[src/core/ldc_cfg.svh]
`ifndef LDC_CFG_SVH
`define LDC_CFG_SVH
// Register byte addresses
`define LDC_ADDR_ROW1      8'h81
`define LDC_ADDR_ROW2      8'h82
`define LDC_ADDR_VAL1      8'h83
`define LDC_ADDR_VAL2      8'h84
`define LDC_ADDR_SRC       8'h85
`define LDC_ADDR_WEN       8'h86
`define LDC_ADDR_RESULT    8'h87
`define LDC_ADDR_RSV_LO    8'h88
`define LDC_ADDR_RSV_HI    8'h8F
// Table base byte addresses
`define LDC_TABLE1_BASE    8'h90
`define LDC_TABLE2_BASE    8'hD0
// Source-select field positions
`define LDC_BIT_CONV2_DS   7
`define LDC_BIT_TABLE2_DS  6
`define LDC_BIT_CONV1_DS   5
`define LDC_BIT_TABLE1_DS  4
// Write-enable latch position and command values
`define LDC_BIT_WEL        7
`define LDC_WEL_SET        8'h80
`define LDC_WEL_CLR        8'h00
// Reset values
`define LDC_RST_SRC        8'h00
`define LDC_RST_BYTE       8'h00
`endif

[src/core/ldc_pkg.sv]
package ldc_pkg;
   // Full-scale range selection codes
   typedef enum logic [1:0] {
      LDC_RANGE_EXT  = 2'h0,
      LDC_RANGE_LOW  = 2'h1,
      LDC_RANGE_MID  = 2'h2,
      LDC_RANGE_HIGH = 2'h3
   } ldc_range_e;

   // Host byte access request
   typedef struct packed {
      logic       wr;     // Write strobe
      logic       rd;     // Read strobe
      logic [7:0] addr;   // Byte address
      logic [7:0] wdata;  // Write data
   } ldc_req_s;

   // Settings driving one current generator
   typedef struct packed {
      logic [7:0] table_addr;  // Selected table byte address
      logic [7:0] conv_byte;   // Byte fed to the converter
      logic       use_table;   // Converter fed from table row
      logic       sink;        // 1 sink, 0 source
      ldc_range_e range;       // Full-scale range
      logic       ext_res;     // External resistor selected
   } ldc_gen_s;
endpackage

[src/core/ldc_ctrl_regs.sv]
`timescale 1ns/10ps
`include "ldc_cfg.svh"

module ldc_ctrl_regs (
   input  wire logic             CLK_SYS,      // System clock, 250 MHz
   input  wire logic             RST_N,        // Async reset, active low
   input  wire ldc_pkg::ldc_req_s REQ,         // Host byte access
   output logic [7:0]            RDATA,        // Read data, registered
   output logic                  ACK,          // Byte accepted, combinational
   input  wire logic [5:0]       CONV_RESULT,  // Converter result bits
   input  wire logic             VOL_MODE,     // Volatility mode bit
   input  wire logic             GEN1_DIR,     // Generator one direction bit
   input  wire logic             GEN2_DIR,     // Generator two direction bit
   output logic                  NV_WR,        // Nonvolatile store pulse
   output logic [7:0]            NV_ADDR,      // Nonvolatile store address
   output logic [7:0]            NV_DATA,      // Nonvolatile store data
   output ldc_pkg::ldc_gen_s     GEN1,         // Generator one settings
   output ldc_pkg::ldc_gen_s     GEN2          // Generator two settings
);
   import ldc_pkg::*;

   // Storage registers
   logic [5:0] row1_q, row1_d;   // Table-one row bits
   logic [5:0] row2_q, row2_d;   // Table-two row bits
   logic [7:0] val1_q, val1_d;   // Converter-one value bits
   logic [7:0] val2_q, val2_d;   // Converter-two value bits
   logic [7:0] src_q, src_d;     // Source select and ranges
   logic       wel_q, wel_d;     // Write-enable latch
   logic [7:0] rdata_d;          // Read data next
   logic       nv_wr_d;          // Store pulse next
   logic [7:0] nv_addr_d;        // Store address next
   logic [7:0] nv_data_d;        // Store data next
   logic       wr_ok;            // Write permitted
   ldc_gen_s   gen1_d, gen2_d;   // Generator settings next

   // Table address: base plus six-bit row
   function automatic logic [7:0] table_addr(input logic [7:0] base, input logic [5:0] row);
      table_addr = base + {2'h0, row};
   endfunction

   // Range decode shared by both generators
   function automatic logic range_ext(input logic [1:0] code);
      range_ext = (code == LDC_RANGE_EXT);
   endfunction

   // Latch register writes are always allowed; others need the latch
   assign wr_ok = REQ.wr && (wel_q || REQ.addr == `LDC_ADDR_WEN);
   assign ACK   = REQ.rd || wr_ok;

   // Next-state for register file
   always_comb begin
      row1_d    = row1_q;
      row2_d    = row2_q;
      val1_d    = val1_q;
      val2_d    = val2_q;
      src_d     = src_q;
      wel_d     = wel_q;
      nv_wr_d   = 1'b0;
      nv_addr_d = NV_ADDR;
      nv_data_d = NV_DATA;
      if (wr_ok) begin
         unique case (REQ.addr)
            `LDC_ADDR_ROW1: row1_d = REQ.wdata[5:0];
            `LDC_ADDR_ROW2: row2_d = REQ.wdata[5:0];
            `LDC_ADDR_VAL1: val1_d = REQ.wdata;
            `LDC_ADDR_VAL2: val2_d = REQ.wdata;
            `LDC_ADDR_SRC:  src_d  = REQ.wdata;
            `LDC_ADDR_WEN: begin
               // Only the two command values touch the latch
               if (REQ.wdata == `LDC_WEL_SET) begin
                  wel_d = 1'b1;
               end else if (REQ.wdata == `LDC_WEL_CLR) begin
                  wel_d = 1'b0;
               end
            end
            default: ;  // Reserved and status bytes ignore writes
         endcase
         // Nonvolatile copy
         if (REQ.addr == `LDC_ADDR_SRC) begin
            nv_wr_d   = 1'b1;
            nv_addr_d = REQ.addr;
            nv_data_d = REQ.wdata;
         end else if (VOL_MODE && REQ.addr >= `LDC_ADDR_ROW1 && REQ.addr <= `LDC_ADDR_VAL2) begin
            nv_wr_d   = 1'b1;
            nv_addr_d = REQ.addr;
            nv_data_d = REQ.wdata;
         end
      end
   end

   // Read mux
   always_comb begin
      rdata_d = RDATA;
      if (REQ.rd) begin
         unique case (REQ.addr)
            `LDC_ADDR_ROW1:   rdata_d = {2'h0, row1_q};
            `LDC_ADDR_ROW2:   rdata_d = {2'h0, row2_q};
            `LDC_ADDR_VAL1:   rdata_d = val1_q;
            `LDC_ADDR_VAL2:   rdata_d = val2_q;
            `LDC_ADDR_SRC:    rdata_d = src_q;
            `LDC_ADDR_WEN:    rdata_d = {wel_q, 7'h00};
            `LDC_ADDR_RESULT: rdata_d = {CONV_RESULT, 2'h0};
            default:          rdata_d = 8'h00;
         endcase
      end
   end

   // Generator settings decode
   always_comb begin
      gen1_d = '0;
      gen2_d = '0;
      // Table row source, tables one and two
      gen1_d.table_addr = table_addr(`LDC_TABLE1_BASE,
                                     src_q[`LDC_BIT_TABLE1_DS] ? row1_q : CONV_RESULT);
      gen2_d.table_addr = table_addr(`LDC_TABLE2_BASE,
                                     src_q[`LDC_BIT_TABLE2_DS] ? row2_q : CONV_RESULT);
      // Converter input source
      gen1_d.use_table = !src_q[`LDC_BIT_CONV1_DS];
      gen1_d.conv_byte = src_q[`LDC_BIT_CONV1_DS] ? val1_q : 8'h00;
      gen2_d.use_table = !src_q[`LDC_BIT_CONV2_DS];
      gen2_d.conv_byte = src_q[`LDC_BIT_CONV2_DS] ? val2_q : 8'h00;
      // Polarity
      gen1_d.sink = GEN1_DIR;
      gen2_d.sink = GEN2_DIR;
      // Full-scale ranges
      gen1_d.range   = ldc_range_e'(src_q[1:0]);
      gen1_d.ext_res = range_ext(src_q[1:0]);
      gen2_d.range   = ldc_range_e'(src_q[3:2]);
      gen2_d.ext_res = range_ext(src_q[3:2]);
   end

   // Register stage
   always_ff @(posedge CLK_SYS or negedge RST_N) begin
      if (!RST_N) begin
         row1_q  <= 6'h00;
         row2_q  <= 6'h00;
         val1_q  <= `LDC_RST_BYTE;
         val2_q  <= `LDC_RST_BYTE;
         src_q   <= `LDC_RST_SRC;
         wel_q   <= 1'b0;
         RDATA   <= 8'h00;
         NV_WR   <= 1'b0;
         NV_ADDR <= 8'h00;
         NV_DATA <= 8'h00;
         GEN1    <= '0;
         GEN2    <= '0;
      end else begin
         row1_q  <= row1_d;
         row2_q  <= row2_d;
         val1_q  <= val1_d;
         val2_q  <= val2_d;
         src_q   <= src_d;
         wel_q   <= wel_d;
         RDATA   <= rdata_d;
         NV_WR   <= nv_wr_d;
         NV_ADDR <= nv_addr_d;
         NV_DATA <= nv_data_d;
         GEN1    <= gen1_d;
         GEN2    <= gen2_d;
      end
   end
endmodule // ldc_ctrl_regs

[config.mk]
export PLATFORM = sky130hd
export DESIGN_NAME = ldc_ctrl_regs
export DESIGN_NICKNAME = d
export VERILOG_FILES = /design/src/core/ldc_pkg.sv /design/src/core/ldc_ctrl_regs.sv
export VERILOG_INCLUDE_DIRS = /design/src /design/src/core
export SDC_FILE = /design/constraint.sdc
export NUM_CORES = 1
export LEC_CHECK = 0
export BUFFER_PORTS_ARGS = -buffer_cell sky130_fd_sc_hd__buf_2
export CAP_MARGIN = 20
export CORE_MARGIN = 10
export CORE_UTILIZATION = 57
export DETAILED_ROUTE_END_ITERATION = 16
export PLACE_DENSITY = 0.93
export SLEW_MARGIN = 20
export SYNTH_ARGS = -nofsm -noshare
export SYNTH_HDL_FRONTEND = slang
export SYNTH_SLANG_ARGS = --single-unit
[constraint.sdc]
create_clock -name CLK_SYS -period 2.9 [get_ports CLK_SYS]
set_clock_uncertainty 0.15 [all_clocks]
set_input_delay 0.435 -clock CLK_SYS [delete_from_list [all_inputs] [get_ports CLK_SYS]]
set_output_delay 0.435 -clock CLK_SYS [all_outputs]
set_load 0.02 [all_outputs]
==> reports/results.md <==
* **global-route wire length before repair** 16400 um
* **fraction of power consumed by combinational cells** 6.9%
* **fraction of registers with async set or reset after synthesis** 100%
* **fraction of layout instances using a drive strength above 1** 46.2%
* **gr usage total** 18.3%
* **worst-case vdd ir drop** 0.420 mV
* **maximum frequency from static timing analysis** 423 MHz
* **data arrival time of the critical path** 1780 ps
* **number of instances resized during post-cts repair** 0
* **switching power of the nets** 0.637 mW
* **worst min-delay path startpoint** GEN2_DIR
* **wire per inst** 19.9 um
* **syn_nets** 336
* **shortest period the worst path allows** 2370 ps
* **via count** 2821
* **top-level port count** 97
* **Reg2Reg Launch Point** wel_q
* **starting density of the core** 58.2%
* **gpl congestion** 0.969
* **root buffer selected by CTS** clkbuf_8
* **drt drc** 0
* **clock latency of the later-clocked register in the worst-skew pair** 360 ps
* **number of register bits inferred by synthesis** 103
* **largest net degree at the start of global routing** 59
* **Total Wirelength** 10100 um
* **die outline area** 0.0112 sq mm
* **net switching share of the total power** 24.9%
* **Iter 0 DRT Violations** 143
* **final setup violation count** 0
* **number of synthesized flops with an enable pin** 0
* **synthesized area per cell** 13.8 sq um
* **Final #Nets** 433
* **antenna diode instance count** 0
* **CTS sink count** 103
* **cell row count** 31
* **Die Width** 106 um
* **CTS tree** done
* **Final Cycle Share** 81.6%
* **R2R Path End** NV_DATA[4]
* **vias in the first global route** 3100
* **netlist area before placement** 0.00420 sq mm
* **via-per-instance ratio** 5.58
* **finished layout cell area** 0.00501 sq mm
* **Setup TNS Final** 0 ps
* **detailed placer's ending HPWL** 7330 um
* **critical path class** input pin to output port
* **slew at the pin closest to its max-slew limit** 580 ps
* **number of maximum-capacitance constraint violations** 0
* **instance count of the mapped netlist** 305
* **relative contribution of sequential cells to total power** 56.8%
* **Synth cell types** 45
* **Port Buffers** 96
* **total number of H-tree levels** 3
* **worst r2r path cells** 4
* **Hold Path End** GEN2[3]
* **warning count from the yosys run** 0
* **library cell occupying the most area in the post-synthesis netlist** dfrtp_1
* **Synth Flop Type** dfrtp_1
* **depth of the worst hold-timing path** 1
* **growth of design area from synthesis to finish** 19.3%
* **R2R Setup Slk** 1140 ps
* **total core area** 0.00721 sq mm
* **count of endpoints failing hold in the final timing report** 0
* **type of destination of the critical path** output port
* **most used standard cells in the synthesized netlist** dfrtp_1, mux2_2, and2_1
* **critical path launch point type** input pin
* **overall power consumption** 2.56 mW
* **antenna-violating nets left** 0
* **Clk pin slew, worst setup/hold paths** 100 ps
* **clock buffers created by TritonCTS** 9
* **buffers from clock root to sink, at most** 2
* **Power per Cell Area** 511 mW/mm^2
* **leakage power** 2.62 nW
* **initial antenna violation count** 1
* **total gr overflow** 0
* **unrepaired setup endpoints after global routing** false
* **vertical die dimension** 106 um
* **run status** complete, no violations
* **sequential share of the synthesized area** 61.4%
* **cell area after placement** 0.00479 sq mm
* **number of optimization iterations in the first detailed-route pass** 4
* **most frequently used cell type in the post-synthesis netlist** dfrtp_1
* **worst max-slew margin expressed relative to the limit** 61.3%
* **post-synth top area share** 61.4%
* **Critical Path Fanout Max** 3
* **kind of path behind the tightest hold check** input pin to register
* **Int Power** 1.92 mW
* **Clock Power Share** 36.4%
* **cells taking the most area after synthesis** dfrtp_1, mux2_2, and2_1, mux4_2, mux2i_1
* **max-slew violation count** 0
* **critical path required time** 2320 ps
through the flow:
stage | std cells | util [%] | hold slack [ps] | setup slack (ps)
floorplan | 305 | - | -10.6 | 655
global placement | 489 | 66.4 | 252 | 426
detailed placement | 489 | 66.4 | 260 | 412
CTS | 506 | 69.4 | 11.7 | 537
global route | 506 | 69.4 | 7.85 | 480
finish | 506 | 69.4 | 18.6 | 534
repair_timing:
action / in CTS / in global routing
buffers inserted: 0 / 0
setup endpoints to repair: 0 / 0
hold endpoints to repair: 45 / 0
hold buffers: 1 / 0
power by group through the flow:
| stage | Sequential, mW | Clock, mW | Combinational [mW] |
|---|---|---|---|
| after floorplan | 1.50 | 0 | 0.0551 |
| after global placement | 1.48 | 0 | 0.172 |
| after detailed placement | 1.48 | 0 | 0.177 |
| after CTS | 1.45 | 0.942 | 0.178 |
| after global routing | 1.46 | 0.999 | 0.192 |
| final | 1.45 | 0.931 | 0.176 |
layer usage:
metal,GRT usage [%],vias to the layer above,share of wire [%]
li1,-,1262,-
met1,21.7,1440,38
met2,30.8,103,52
met3,5.60,16,8.9
met4,6.29,0,1.5
met5,0,-,0
sequential cells by signal, summed over array words and instances (netlist names), 6 cells and up:
name / flops
GEN2: 20
row1_q: 6
row2_q: 6
GEN1: 21
NV_DATA: 8
src_q: 8
NV_ADDR: 8
val2_q: 8
RDATA: 8
val1_q: 8
cell type report:
| class | instances | area, sq um |
|---|---|---|
| clock buffer | 9 | 124 |
| tap | 99 | 124 |
| multi-input combinational | 169 | 1490 |
| timing repair buffer | 102 | 543 |
| sequential | 103 | 2580 |
| clock inverter | 7 | 85.1 |
| inverter | 17 | 63.8 |
| fill | 564 | 2200 |
placed cells by master (no fill, tap or decap), types with 3 or more instances in the layout:
cell type	count
dfrtp_1	103
buf_2	95
mux2_2	60
and2_1	24
inv_1	16
clkbuf_8	9
nor2_1	8
nor2b_1	7
a31oi_1	7
mux2i_1	6
a21oi_1	6
o22ai_1	5
buf_4	5
o21ai_0	3
o21a_1	3
nor3_1	3
mux4_2	3
inv_6	3
critical path, stage by stage:
cell	delay (ps)
buf_2	100
or3b_4	420
nor3_1	300
a31oi_1	140
o21bai_1	190
buf_2	200
cell families after synthesis:
kind of cell	count (synthesis)	share of synthesized area [%]
buffers and inverters	33	3.10
flip-flops	103	61.4
AO/OA/AOI/OAI	35	5.78
adder cells (fa/ha/maj)	2	0.596
other	1	0.0893
AND/OR/NAND/NOR	62	9.95
multiplexers	69	19.1
worst max-delay path by stage:
stage,from,end,slack (ps),cells after the start
2_1_floorplan,REQ[10],ACK,650,5
3_3_place_gp,REQ[12],row1_q[2],430,5
3_5_place_dp,REQ[12],row1_q[3],410,5
4_1_cts,REQ[12],ACK,540,6
5_1_grt,REQ[12],ACK,480,6
6_report,REQ[12],ACK,530,6
Note: power is estimated with default switching activity, not from simulation.
